===== config.mk =====
export PLATFORM = sky130hd
export DESIGN_NAME = van_line_diagnosis
export DESIGN_NICKNAME = d
export VERILOG_FILES = /design/src/inc/van_diag_pkg.sv /design/src/rtl/van_glitch_filter.sv /design/src/rtl/van_tip_gen.sv /design/src/rtl/van_line_diagnosis.sv
export SDC_FILE = /design/constraint.sdc
export NUM_CORES = 1
export LEC_CHECK = 0
export BUFFER_PORTS_ARGS = -buffer_cell sky130_fd_sc_hd__buf_4
export CORE_UTILIZATION = 49
export DETAILED_ROUTE_END_ITERATION = 6
export PLACE_DENSITY = 0.74
export SYNTH_ARGS = -nofsm -noshare
export SYNTH_HDL_FRONTEND = slang
export SYNTH_SLANG_ARGS = --single-unit

===== constraint.sdc =====
create_clock -name clk -period 4.9 [get_ports clk]
set_input_delay 0.98 -clock clk [delete_from_list [all_inputs] [get_ports clk]]
set_output_delay 0.98 -clock clk [all_outputs]
set_load 0.02 [all_outputs]

===== src/inc/van_diag_pkg.sv =====
// Behaviour
// - one conductor failing moves nominal to degraded, receiving on the healthy wire (only in automatic mode; forced modes keep their input)
// - failing conductor healthy again returns to nominal, differential input reconnected (in automatic mode; forced wire modes keep their wire)
// - both conductors failing enters major error
// - two line-state bits: 00 nominal, 01/10 degraded, 11 major error
// - in major error, reception alternates between wires every diagnosis clock period
// - mismatch flag sets when one input disagrees with the other two
// - mismatch flag is cleared only by return-to-idle or general reset
// - each input filtered: change accepted after five equal samples at 1/16 timeslot
// - four edges on one wire, none on the other: the silent wire is faulty
// - fewer than four edges on the selected input per diagnosis period: major error
// - while transmitting dominant, a wire seen recessive is faulty (only while the other wire reads dominant; both recessive flags neither)
// - eight consecutive dominant timeslots is a protocol fault leading to major error
// - degraded to major error on a silent diagnosis period or protocol fault
// - automatic mode: two fault-free diagnosis clock edges return to nominal
// - one-cycle return-to-idle pulse at each detected end of frame, except in automatic mode
// - return-to-idle restores nominal only in forced modes, suppressed in automatic
// - diagnosis clock from divider or software trigger, used only in automatic mode
// - transmit checking only while the tx-in-progress enable is set
// - tx-in-progress starts at frame start, identifier, or reply bit
// - tx-in-progress ends after end of frame, lost arbitration, or code violation
// - tx-in-progress never asserts for an acknowledge-only transmission
// - mode 00 differential, 01 wire b, 10 wire a, 11 automatic
// - divider divides timeslots by 64 shifted left by the four-bit code
// - pulsed coding: differential input only, diagnosis inactive
package van_diag_pkg;

  localparam logic [31:0] CTRL_OFS = 32'h0000_0000;
  localparam logic [31:0] STAT_OFS = 32'h0000_0004;
  localparam logic [31:0] CMD_OFS = 32'h0000_0008;
  localparam int DIV_CODE_POS = 4;
  localparam int MODE_POS = 2;
  localparam int TXEN_POS = 1;
  localparam int DIVEN_POS = 0;
  localparam int PULSED_POS = 8;
  localparam int MSDC_POS = 0;
  localparam logic [8:0] CTRL_RST = 9'h000;
  localparam int SAMPLES_PER_SLOT = 16;
  localparam int FILTER_LEN = 5;
  localparam int EDGE_LIMIT = 4;
  localparam int DOM_LIMIT = 8;
  localparam int DIV_BASE_LOG2 = 6;
  localparam int DIV_W = 22;
  localparam logic [1:0] MODE_DIFF = 2'h0;
  localparam logic [1:0] MODE_WIRE_B = 2'h1;
  localparam logic [1:0] MODE_WIRE_A = 2'h2;
  localparam logic [1:0] MODE_AUTO = 2'h3;

  typedef enum logic [1:0] {
    ST_NOMINAL = 2'b00,
    ST_DEG_B = 2'b01,
    ST_DEG_A = 2'b10,
    ST_MAJOR = 2'b11
  } line_state_t;

  typedef struct packed {
    logic pulsed;
    logic [3:0] diag_divider_code;
    logic [1:0] select_mode;
    logic tx_diag_enable;
    logic diag_divider_enable;
  } diag_ctrl_t;

  typedef struct packed {
    logic sof_start;
    logic id_start;
    logic rtr_start;
    logic eof_done;
    logic arb_lost;
    logic code_viol;
    logic ack_only;
  } frame_evt_t;

endpackage : van_diag_pkg


===== src/rtl/van_glitch_filter.sv =====
`timescale 1ns/10ps
module van_glitch_filter
  import van_diag_pkg::*;
(
  // clock and reset
  input wire logic clk,
  input wire logic rstn,
  // sampling
  input wire logic sample,
  input wire logic din,
  // filtered level and edge pulse
  output logic dout,
  output logic edge_pulse
);

  logic [2:0] run_r;

  // a change counts only after FILTER_LEN matching samples
  always_ff @(posedge clk) begin
    if (!rstn) begin
      run_r <= 3'h0;
      dout <= 1'b1;
      edge_pulse <= 1'b0;
    end else begin
      edge_pulse <= 1'b0;
      if (sample) begin
        if (din == dout) begin
          run_r <= 3'h0;
        end else if (run_r == 3'(FILTER_LEN - 1)) begin
          run_r <= 3'h0;
          dout <= din;
          edge_pulse <= 1'b1;
        end else begin
          run_r <= run_r + 3'h1;
        end
      end
    end
  end

endmodule : van_glitch_filter


===== src/rtl/van_tip_gen.sv =====
`timescale 1ns/10ps
module van_tip_gen
  import van_diag_pkg::*;
(
  // clock and reset
  input wire logic clk,
  input wire logic rstn,
  // control and frame events
  input wire logic enable,
  input wire frame_evt_t evt,
  // result
  output logic tx_in_progress
);

  always_ff @(posedge clk) begin
    if (!rstn) begin
      tx_in_progress <= 1'b0;
    end else if (!enable) begin
      tx_in_progress <= 1'b0;
    end else if (evt.eof_done || evt.arb_lost || evt.code_viol) begin
      tx_in_progress <= 1'b0;
    end else if ((evt.sof_start || evt.id_start || evt.rtr_start) && !evt.ack_only) begin
      tx_in_progress <= 1'b1;
    end
  end

endmodule : van_tip_gen


===== src/rtl/van_line_diagnosis.sv =====
`timescale 1ns/10ps
module van_line_diagnosis
  import van_diag_pkg::*;
(
  // clock and reset
  input wire logic clk,
  input wire logic rstn,
  // apb slave
  input wire logic psel,
  input wire logic penable,
  input wire logic pwrite,
  input wire logic [31:0] paddr,
  input wire logic [31:0] pwdata,
  output logic [31:0] prdata,
  output logic pready,
  output logic pslverr,
  // line receivers, low is dominant
  input wire logic diff_rx_in,
  input wire logic wire_a_rx_in,
  input wire logic wire_b_rx_in,
  // timing strobes from the bit-rate generator
  input wire logic slot_tick,
  input wire logic sample_tick,
  // transmit side
  input wire logic tx_out,
  input wire frame_evt_t frame_evt,
  // reception path and diagnosis outputs
  output logic rx_selected,
  output logic return_to_idle_pulse,
  output logic sync_diag_clock,
  output logic tx_in_progress,
  output logic line_state_hi,
  output logic line_state_lo,
  output logic input_mismatch_flag
);

  diag_ctrl_t ctrl_r;
  line_state_t state_r;
  line_state_t state_nxt;
  logic mismatch_r;
  logic manual_trig_r;
  logic [DIV_W-1:0] div_cnt_r;
  logic sdc_r;
  logic sdc_seen_r;
  logic [2:0] edges_a_r;
  logic [2:0] edges_b_r;
  logic [2:0] edges_sel_r;
  logic [3:0] dom_cnt_r;
  logic slot_dom_r;
  logic [1:0] ok_sdc_r;
  logic alt_r;
  logic [1:0] tx_hist_r;
  logic f_diff;
  logic f_a;
  logic f_b;
  logic e_diff;
  logic e_a;
  logic e_b;
  logic sdc_pulse;
  logic diag_on;
  logic auto_mode;
  logic fail_a;
  logic fail_b;
  logic proto_fault;
  logic sel_quiet;
  logic apb_wr;
  logic apb_rd;

  function automatic logic [2:0] sat_inc(input logic [2:0] v, input logic hit);
    sat_inc = (hit && v != 3'(EDGE_LIMIT)) ? v + 3'h1 : v;
  endfunction : sat_inc

  assign apb_wr = psel && penable && pwrite;
  assign apb_rd = psel && !pwrite;
  assign pready = 1'b1;
  assign pslverr = 1'b0;

  // control register and one-shot manual trigger
  always_ff @(posedge clk) begin
    if (!rstn) begin
      ctrl_r <= diag_ctrl_t'(CTRL_RST);
      manual_trig_r <= 1'b0;
    end else begin
      manual_trig_r <= 1'b0;
      if (apb_wr && paddr[7:0] == CTRL_OFS[7:0]) begin
        ctrl_r <= diag_ctrl_t'(pwdata[8:0]);
      end
      if (apb_wr && paddr[7:0] == CMD_OFS[7:0]) begin
        manual_trig_r <= pwdata[MSDC_POS];
      end
    end
  end

  // read data registered in setup phase; unmapped reads return zero
  always_ff @(posedge clk) begin
    if (!rstn) begin
      prdata <= 32'h0000_0000;
    end else if (apb_rd && !penable) begin
      case (paddr[7:0])
        CTRL_OFS[7:0]: prdata <= {23'h000000, ctrl_r};
        STAT_OFS[7:0]: prdata <= {29'h0000000, mismatch_r, state_r};
        default: prdata <= 32'h0000_0000;
      endcase
    end
  end

  assign auto_mode = ctrl_r.select_mode == MODE_AUTO;
  assign diag_on = !ctrl_r.pulsed;

  van_glitch_filter u_filt_diff (
    .clk(clk),
    .rstn(rstn),
    .sample(sample_tick),
    .din(diff_rx_in),
    .dout(f_diff),
    .edge_pulse(e_diff)
  );

  van_glitch_filter u_filt_a (
    .clk(clk),
    .rstn(rstn),
    .sample(sample_tick),
    .din(wire_a_rx_in),
    .dout(f_a),
    .edge_pulse(e_a)
  );

  van_glitch_filter u_filt_b (
    .clk(clk),
    .rstn(rstn),
    .sample(sample_tick),
    .din(wire_b_rx_in),
    .dout(f_b),
    .edge_pulse(e_b)
  );

  van_tip_gen u_tip (
    .clk(clk),
    .rstn(rstn),
    .enable(ctrl_r.tx_diag_enable),
    .evt(frame_evt),
    .tx_in_progress(tx_in_progress)
  );

  // diagnosis clock: divider of timeslots or software trigger
  always_ff @(posedge clk) begin
    if (!rstn) begin
      div_cnt_r <= '0;
      sdc_r <= 1'b0;
    end else if (!ctrl_r.diag_divider_enable) begin
      div_cnt_r <= '0;
      sdc_r <= 1'b0;
    end else if (slot_tick) begin
      if (div_cnt_r == DIV_W'((64'd1 << (DIV_BASE_LOG2 + ctrl_r.diag_divider_code)) - 64'd1)) begin
        div_cnt_r <= '0;
        sdc_r <= 1'b1;
      end else begin
        div_cnt_r <= div_cnt_r + DIV_W'(1);
        sdc_r <= 1'b0;
      end
    end else begin
      sdc_r <= 1'b0;
    end
  end

  // the clock only matters in automatic mode
  assign sdc_pulse = auto_mode && diag_on && (sdc_r || manual_trig_r);
  assign sync_diag_clock = sdc_r || manual_trig_r;

  // end of frame marks the per-frame inspection point
  always_ff @(posedge clk) begin
    if (!rstn) begin
      return_to_idle_pulse <= 1'b0;
    end else begin
      // automatic selection keeps no per-frame recovery point
      return_to_idle_pulse <= frame_evt.eof_done && !auto_mode;
    end
  end

  // edge counters reset at each diagnosis period in automatic mode and at end of frame in forced modes
  always_ff @(posedge clk) begin
    if (!rstn || sdc_pulse || return_to_idle_pulse) begin
      edges_a_r <= 3'h0;
      edges_b_r <= 3'h0;
      edges_sel_r <= 3'h0;
    end else begin
      edges_a_r <= sat_inc(edges_a_r, e_a);
      edges_b_r <= sat_inc(edges_b_r, e_b);
      edges_sel_r <= sat_inc(edges_sel_r, rx_sel_edge(state_r));
    end
  end

  function automatic logic rx_sel_edge(input line_state_t s);
    case (s)
      ST_DEG_B: rx_sel_edge = e_a;
      ST_DEG_A: rx_sel_edge = e_b;
      ST_MAJOR: rx_sel_edge = alt_r ? e_b : e_a;
      default: rx_sel_edge = e_diff;
    endcase
  endfunction : rx_sel_edge

  assign sel_quiet = edges_sel_r < 3'(EDGE_LIMIT);

  // consecutive dominant timeslots
  always_ff @(posedge clk) begin
    if (!rstn) begin
      dom_cnt_r <= 4'h0;
      slot_dom_r <= 1'b1;
    end else if (slot_tick) begin
      slot_dom_r <= 1'b1;
      if (slot_dom_r && !f_diff) begin
        dom_cnt_r <= (dom_cnt_r == 4'(DOM_LIMIT)) ? dom_cnt_r : dom_cnt_r + 4'h1;
      end else begin
        dom_cnt_r <= 4'h0;
      end
    end else if (f_diff && f_a && f_b) begin
      slot_dom_r <= 1'b0;
    end
  end

  assign proto_fault = dom_cnt_r == 4'(DOM_LIMIT);

  // tx history needs two dominant tx_out samples before comparing
  always_ff @(posedge clk) begin
    if (!rstn) begin
      tx_hist_r <= 2'b11;
    end else if (sample_tick) begin
      tx_hist_r <= {tx_hist_r[0], tx_out};
    end
  end

  // a wire is faulty when silent against four edges, or recessive against a dominant other wire while we drive dominant
  always_comb begin
    fail_a = (edges_b_r == 3'(EDGE_LIMIT)) && (edges_a_r == 3'h0);
    fail_b = (edges_a_r == 3'(EDGE_LIMIT)) && (edges_b_r == 3'h0);
    if (tx_in_progress && tx_hist_r == 2'b00 && f_a != f_b) begin
      fail_a = fail_a || f_a;
      fail_b = fail_b || f_b;
    end
  end

  // fault-free diagnosis clock edges counted for automatic recovery
  always_ff @(posedge clk) begin
    if (!rstn) begin
      ok_sdc_r <= 2'h0;
      alt_r <= 1'b0;
      sdc_seen_r <= 1'b0;
    end else if (sdc_pulse) begin
      alt_r <= !alt_r;
      sdc_seen_r <= 1'b1;
      if (fail_a || fail_b || proto_fault || sel_quiet) begin
        ok_sdc_r <= 2'h0;
      end else if (ok_sdc_r != 2'h2) begin
        ok_sdc_r <= ok_sdc_r + 2'h1;
      end
    end else if (state_r == ST_NOMINAL) begin
      ok_sdc_r <= 2'h0;
    end
  end

  always_comb begin
    state_nxt = state_r;
    case (state_r)
      ST_NOMINAL: begin
        if (fail_a && fail_b) begin
          state_nxt = ST_MAJOR;
        end else if (fail_a) begin
          state_nxt = ST_DEG_A;
        end else if (fail_b) begin
          state_nxt = ST_DEG_B;
        end else if (proto_fault || (sdc_pulse && sdc_seen_r && sel_quiet)) begin
          state_nxt = ST_MAJOR;
        end
      end
      ST_DEG_A, ST_DEG_B: begin
        if ((state_r == ST_DEG_A && fail_b) || (state_r == ST_DEG_B && fail_a)) begin
          state_nxt = ST_MAJOR;
        end else if (proto_fault || (sdc_pulse && sdc_seen_r && sel_quiet)) begin
          state_nxt = ST_MAJOR;
        end else if (sdc_pulse && ok_sdc_r == 2'h1) begin
          state_nxt = ST_NOMINAL;
        end
      end
      ST_MAJOR: begin
        if (sdc_pulse && ok_sdc_r == 2'h1) begin
          state_nxt = ST_NOMINAL;
        end
      end
      default: state_nxt = ST_NOMINAL;
    endcase
    // forced modes recover at end of frame; automatic ignores it
    if (return_to_idle_pulse && !auto_mode) begin
      state_nxt = ST_NOMINAL;
    end
  end

  always_ff @(posedge clk) begin
    if (!rstn || !diag_on) begin
      state_r <= ST_NOMINAL;
    end else begin
      state_r <= state_nxt;
    end
  end

  // a set in the same cycle as the clearing pulse wins
  // pulsed coding stops the comparison but the flag waits for idle or reset
  always_ff @(posedge clk) begin
    if (!rstn) begin
      mismatch_r <= 1'b0;
    end else if (diag_on && !(f_diff == f_a && f_a == f_b)) begin
      mismatch_r <= 1'b1;
    end else if (return_to_idle_pulse) begin
      mismatch_r <= 1'b0;
    end
  end

  // reception path: forced modes pick the input, automatic follows the state
  always_ff @(posedge clk) begin
    if (!rstn) begin
      rx_selected <= 1'b1;
    end else if (!diag_on) begin
      rx_selected <= f_diff;
    end else begin
      case (ctrl_r.select_mode)
        MODE_DIFF: rx_selected <= f_diff;
        MODE_WIRE_B: rx_selected <= f_b;
        MODE_WIRE_A: rx_selected <= f_a;
        default: begin
          case (state_r)
            ST_DEG_B: rx_selected <= f_a;
            ST_DEG_A: rx_selected <= f_b;
            ST_MAJOR: rx_selected <= alt_r ? f_b : f_a;
            default: rx_selected <= f_diff;
          endcase
        end
      endcase
    end
  end

  assign line_state_hi = state_r[1];
  assign line_state_lo = state_r[0];
  assign input_mismatch_flag = mismatch_r;

endmodule : van_line_diagnosis


==> impl_results.md, run 1 <==
* Cells after synthesis at ~640
* Most common cell after layout, fill and taps aside: dfxtp_1
* First-pass GRT wire length at just under 20000 um
* EDFF count, synth at 0
* Initial drt markers at around 240
* Highest-count cells in the layout ignoring fill and taps: dfxtp_1 (83), buf_4 (60), nand2_1 (41)
* Family with the most delay on the worst path: simple AND/OR/NAND/NOR gates
* Worst R2R Path Depth at 12
* Maximum number of pins on one net before global-route repair at 53
* Critical Path Start Type: register
* Vias after detailed routing at ~4500
* Buf/Inv on CP at 2
* RSZ-0062 raised after global routing: no
* Reg2Reg Setup Slack at 1300 ps
* Setup TNS at 0 ps
* Design area at 5880 um^2
* Full die area at 11300 um^2
* RR Endpoint: div_cnt_r[2]
* Slew headroom at 32.8%
* Syn Std Cell Area at approximately 5300 um^2
* Final net count at around 780
* Hold WC Path Type: reg -> reg
* Final Setup Violations at 0
* Total of max-cap violations at 0
* CP Cell Sequence: inv_1, ha_1, nor2b_1, nand4_1, ha_1, o21a_1, and2_4, or4_1, a2111o_1, o41ai_4, buf_12, nor2_2
* Slowest stage cell on the critical path: a2111o_1
* Antenna violations before repair at 0
* CTS Buf Count at 9
* Status: finished clean
* CTS Root Cell: clkbuf_8
* Most frequent CP cell: ha_1
* Hold Crit Start: sdc_seen_r
* Setup bufs post-CTS at 0
* Fin crit share at 73.5%
* CTS resizes at 0
* Slew @ Worst Pin at around 1000 ps
* Layout cell share with drive strength beyond 1 at ~16%
* Fmax at ~280 MHz
* Clock Sink Count at 83
* Synth Area per Inst at slightly above 8 um^2
* Worst Hold Depth at 1
* Die width at approximately 110 um
* Worst r2r src: ctrl_r[6]
* Vias in the first global route at 4254
* Pre-CTS setup slack at around 1300 ps
* Worst hold slack at between 400 and 500 ps
* Leakage at roughly 2.2 nW
* Synthesis-to-finish area growth at 10.4%
* Clock skew at 11.1 ps
* DP HPWL at about 8700 um
* Routability-driven placement congestion ratio at 0.908
* Routed wire length at between 10000 and 15000 um
* H-tree levels at 3
* DRC viols at 0
* Maximum clock insertion buffer count at 2
* WHS Endpoint: sdc_seen_r
* Initial Utilization at between 50% and 60%
* I/O Pins at around 120
* Global route overflow at 0
* Placement Cell Area at around 5700 um^2
* Diodes inserted at 0
* Antenna Nets Post-Route at 0
* CTS Hold Bufs at 0
* YS warnings at 0
* Port Buf Inserts at 50
* Power Dens Cells at about 200 nW/um^2
* Data arrival time of the critical path at 3840 ps
* Final period demand of the worst path at roughly 3600 ps
* Non-Filler Instances at 817
* CTS tree: done
* Crit path capture type: register
* Synth Register Bits at 83
* Maximum vdd drop at 114 uV
* Global-route usage over all layers at about 21%
* Max Slew Vio Count at 0
* Prevailing post-synth register cell: dfxtp_1
* Crit path max fanout at 21
* Ys async rst share at 0%
* Core ar. at between 10000 and 15000 um^2
* CP max stage delay at approximately 490 ps
* TritonRoute pass-1 iters at 4
* Vias per cell at around 5.5
* Fin. Hold Viols at 0
* Fillcell total at between 900 and 1000
* Worst Setup Slack, final at roughly 1300 ps
* Register area share after synthesis at between 30% and 40%
* Kind of critical path: reg -> reg
* Synth unique cells at 70
* Critical path data required time at between 5000 and 6000 ps
* Skew-Pair Late Insertion Delay at 360 ps
* Clk slew on worst S/H paths at 80 ps
* Row Count at 37
* # placed instances at about 800
* Wire length per cell at roughly 14 um
* Vert. Die Dim at ~110 um
[flip-flops by register name, indices dropped and copies added (netlist names), 2 cells and up]
| register | flops |
|---|---|
| div_cnt_r | 22 |
| ctrl_r | 9 |
| prdata | 9 |
| dom_cnt_r | 4 |
| edges_a_r | 3 |
| edges_b_r | 3 |
| edges_sel_r | 3 |
| u_filt_a.run_r | 3 |
| u_filt_b.run_r | 3 |
| u_filt_diff.run_r | 3 |
| ok_sdc_r | 2 |
| state_r | 2 |
| tx_hist_r | 2 |
[area by class of cell]
cell class                      instances  area, um^2  area share (%)
Inverter                               34         128            2.17
Timing Repair Buffer                   61         470            8.01
Clock buffer                           10         138            2.34
Clock inverter                          4        27.5           0.468
Multi-Input combinational cell        489        3280            55.8
Tap cell                              136         170            2.90
Sequential cell                        83        1660            28.3
[where the power goes]
part	internal (W)	leakage [nW]	total (W)	switching (W)
logic	0.0000312	1.44	0.0000773	0.0000461
clock network	0.000193	0.0884	0.000440	0.000246
registers	0.000678	0.670	0.000680	0.00000268
[through the flow]
step                      utilization [%]  power [W]
after floorplan                         -   0.000759
after global placement               54.8   0.000771
after detailed placement             54.8   0.000774
after CTS                            56.4    0.00121
after global routing                 56.4    0.00125
final                                56.4    0.00120
[worst max-delay path by stage]
stage / end / cells past startpoint / slack (ps) / start
floorplan: div_cnt_r[12] / 16 / 690 / ctrl_r[6]
global placement: div_cnt_r[21] / 13 / 1330 / ctrl_r[6]
detailed placement: div_cnt_r[21] / 13 / 1320 / ctrl_r[5]
CTS: div_cnt_r[2] / 13 / 1280 / ctrl_r[5]
global route: div_cnt_r[6] / 13 / 1030 / ctrl_r[6]
finish: div_cnt_r[2] / 12 / 1300 / ctrl_r[6]
[worst register-to-register path: stages (launching register included)]
cell and delay (ps):
dfxtp_1 310, inv_1 80, ha_1 280, nor2b_1 340
nand4_1 140, ha_1 350, o21a_1 190, and2_4 150
or4_1 460, a2111o_1 490, o41ai_4 400, buf_12 230
nor2_2 60
[layer usage]
metal,GRT usage [%],share of wire [%],vias to the layer above
li1,-,-,2260
met1,26.0,44,2124
met2,37.3,50,117
met3,4.11,4.5,21
met4,8.43,2.1,0
met5,0,0,-
[synth_stat cells (all sizes together), types with 3 or more instances]
cell    number  share of area, %
and3b        4              0.66
or2          5              0.59
o21a         7              0.99
o31ai        4              0.56
mux2i       23               4.3
o21bai       3              0.42
and4b        3              0.56
a221oi       3              0.49
xnor2       29               4.8
nor3        19               1.8
ha          24               5.6
nand4       12               1.4
o22ai        4              0.47
a21oi       18               1.7
dfxtp       83                31
inv         34               2.4
and2        14               1.7
nand2b       8              0.94
nor2        60               5.2
a211oi       5              0.71
or4          3              0.42
a21boi       6              0.85
a21o         3              0.42
nand4b       6              0.99
and3         9               1.1
o211ai       6              0.85
nand3       22               2.1
nand3b       6              0.85
nor2b       28               3.3
buf         30               4.3
clkbuf      29               2.0
nor4         4              0.47
nor3b        6              0.85
a22oi        9               1.3
o311ai       4              0.66
xor2        16               2.6
o21ai       19               1.8
nand2       41               2.9
[kinds of logic after synthesis]
| logic type | Yosys count | share of synthesized area [%] |
|---|---|---|
| other | 2 | 0.141 |
| xor gates and xnor gates | 45 | 7.40 |
| muxes | 23 | 4.33 |
| buffers and inverters | 93 | 8.77 |
| AOI/OAI and AO/OA | 114 | 15.4 |
| adders and majority gates | 24 | 5.64 |
| DFF | 83 | 31.2 |
| and+or+nand+nor | 258 | 27.1 |
Note: power is estimated with default switching activity, not from simulation.
==> run 2, diff against run 1 <==
==> constraint.sdc (replaced) <==
create_clock -name clk -period 3.8 [get_ports clk]
set_input_delay 0.76 -clock clk [delete_from_list [all_inputs] [get_ports clk]]
set_output_delay 0.76 -clock clk [all_outputs]
set_load 0.02 [all_outputs]
==> run 2 against run 1 <==
Combinational power increased by 28%. Fmax decreased by 0.21%. Highest routed layer unchanged. Design area increased by 1.6%. Largest power group unchanged.
==> impl_results.md, run 2 (synthesis results as in run 1) <==
* Worst Setup Slack, final at 193 ps (-1110 ps)
* CTS tree: done
* Routed wire length at 12000 um (+2.6%)
* Fillcell total at 963 (+1.9%)
* Skew-Pair Late Insertion Delay at 370 ps (about the same)
* Internal power at 0.00128 W (+42%)
* RR Endpoint: div_cnt_r[11]
* Crit path capture type: register
* Antenna Nets Post-Route at 0 (unchanged)
* Global-route usage over all layers at 21.9% (+0.47 points)
* First-pass GRT wire length at 19800 um (+0.95%)
* Routability-driven placement congestion ratio at 0.909 (+0.17%)
* Initial Utilization at 51.1% (unchanged)
* H-tree levels at 3 (unchanged)
* Clk pwr share at 41.9% (+5.2 points)
* Final period demand of the worst path at 3610 ps (+7.61 ps)
* Critical Path Start Type: register
* CTS Hold Bufs at 0 (unchanged)
* Initial drt markers at 249 (+2.0%)
* Core ar. at 10400 um^2 (unchanged)
* CTS Root Cell: clkbuf_8
* Fmax at 277 MHz (-0.21%)
* Vias after detailed routing at 4537 (+0.33%)
* Vert. Die Dim at 106 um (unchanged)
* Row Count at 37 (unchanged)
* Final net count at 788 (+0.51%)
* Critical path data required time at 4060 ps (-1080 ps)
* Maximum number of pins on one net before global-route repair at 53 (unchanged)
* Share of power burned in registers at 52.2% (-4.6 points)
* Worst R2R Path Depth at 14 (+2)
* Die width at 106 um (unchanged)
* I/O Pins at 123 (unchanged)
* Vias per cell at 5.52 (-0.28%)
* Antenna violations before repair at 0 (unchanged)
* Most common cell after layout, fill and taps aside: dfxtp_1
* Reg area at 1660 um^2 (unchanged)
* Clk slew on worst S/H paths at 90 ps (about the same)
* Slew headroom at 56.8% (+24 points)
* Full die area at 11300 um^2 (unchanged)
* Max Slew Vio Count at 0 (unchanged)
* Top Registers: div_cnt_r x22, ctrl_r x9, prdata x9
* Diodes inserted at 0 (unchanged)
* Placement Cell Area at 5750 um^2 (+0.74%)
* Largest register by flop count: div_cnt_r
* Crit path max fanout at 21 (unchanged)
* Setup bufs post-CTS at 0 (unchanged)
* TritonRoute pass-1 iters at 4 (unchanged)
* Synthesis-to-finish area growth at 12.1%
* Maximum clock insertion buffer count at 2 (unchanged)
* Design area at 5970 um^2 (+1.6%)
* Highest-count cells in the layout ignoring fill and taps: dfxtp_1 (83), buf_4 (63), nand2_1 (41)
* Worst r2r src: ctrl_r[6]
* DRC viols at 0 (unchanged)
* Status: finished clean
* Total of max-cap violations at 0 (unchanged)
* Net Switching at 0.000397 W (+35%)
* Worst Hold Depth at 1 (unchanged)
* Port Buf Inserts at 50 (unchanged)
* Max reg flops at 22 (unchanged)
* WHS Endpoint: sdc_seen_r
* Reg2Reg Setup Slack at 190 ps (-1110 ps)
* Worst hold slack at 477 ps (+3.95 ps)
* Hold Crit Start: sdc_seen_r
* Fin crit share at 94.9% (+21 points)
* Power Dens Cells at 281 nW/um^2 (+38%)
* Setup TNS at 0 ps (unchanged)
* Pre-CTS setup slack at 257 ps (-1060 ps)
* Design Power at 0.00168 W (+40%)
* Data arrival time of the critical path at 3870 ps (+30 ps)
* Leakage at 2.23 nW (+1.8%)
* Clock skew at 16.5 ps (+5.39 ps)
* Hold WC Path Type: reg -> reg
* Final Setup Violations at 0 (unchanged)
* Slew @ Worst Pin at 643 ps (-361 ps)
* CTS Buf Count at 9 (unchanged)
* Kind of critical path: reg -> reg
* Global route overflow at 0 (unchanged)
* Switching part of the total at 23.6% (-1.0 points)
* RSZ-0062 raised after global routing: no
* Clock Sink Count at 83 (unchanged)
* Multi-input gate area at 3280 um^2 (unchanged)
* Fin. Hold Viols at 0 (unchanged)
* DP HPWL at 8880 um (+1.7%)
* Maximum vdd drop at 200 uV (+76%)
* CTS resizes at 0 (unchanged)
* Vias in the first global route at 4301 (+1.1%)
* Wire length per cell at 14.6 um (+1.9%)
* Gate power share at 5.9% (-0.6 points)
* Layout cell share with drive strength beyond 1 at 16.2% (+0.62 points)
run 2: cell types whose count changed in the layout (fill, tap and decap cells not counted), sizes merged:
cell / change
buf: +4
bufinv: +2
clkbuf: -1
clkinv: -1
clkinvlp: +1
run 2: final cells by class:
type | count | area share (%)
clock buffer | 9 | 2.08
tap | 136 | 2.85
clock inverter | 6 | 1.51
sequential | 83 | 27.8
timing repair buffer | 65 | 8.60
multi-input combinational | 489 | 55.0
inverter | 34 | 2.14
run 2: worst max-delay path by stage:
stage	slack (ps)	end	cells after the start	start
6_report	190	div_cnt_r[11]	14	ctrl_r[6]
5_1_grt	30	div_cnt_r[21]	14	ctrl_r[5]
4_1_cts	220	div_cnt_r[11]	14	ctrl_r[6]
3_5_place_dp	260	div_cnt_r[21]	14	ctrl_r[6]
3_3_place_gp	330	div_cnt_r[21]	14	ctrl_r[5]
2_1_floorplan	10	div_cnt_r[12]	17	ctrl_r[6]
run 2: worst max-delay path: stages, from the launching register on:
cell and delay [ps]:
dfxtp_1 340, inv_1 60, ha_1 330, nand2_1 90, nor3_1 230, inv_1 80, ha_1 350, or4b_2 670
o221ai_1 210, a22oi_1 140, and3b_1 260, o22ai_1 140, o41ai_4 280, buf_12 230, nor2_2 60
run 2: power by group through the flow:
stage	Combinational [W]	Clock, W	Sequential [W]
3_3_place_gp	0.0000968	0	0.000897
4_1_cts	0.0000995	0.000719	0.000877
2_1_floorplan	0.0000811	0	0.000898
3_5_place_dp	0.0000994	0	0.000898
6_report	0.0000992	0.000703	0.000877
5_1_grt	0.000110	0.000755	0.000878
run 2: per-layer routing:
metal / vias to the layer above / routed length (um) / track usage (%)
li1: 2262 / - / -
met1: 2154 / 5430 / 26.8
met2: 99 / 5850 / 37.6
met3: 22 / 429 / 3.49
met4: 0 / 268 / 10.2
met5: - / 0 / 0
run 2: through the flow:
step | instances | utilization, %
after global routing | 822 | 57.3
final | 822 | 57.3
after global placement | 807 | 55.2
after CTS | 822 | 57.3
after detailed placement | 807 | 55.2
after floorplan | 665 | -
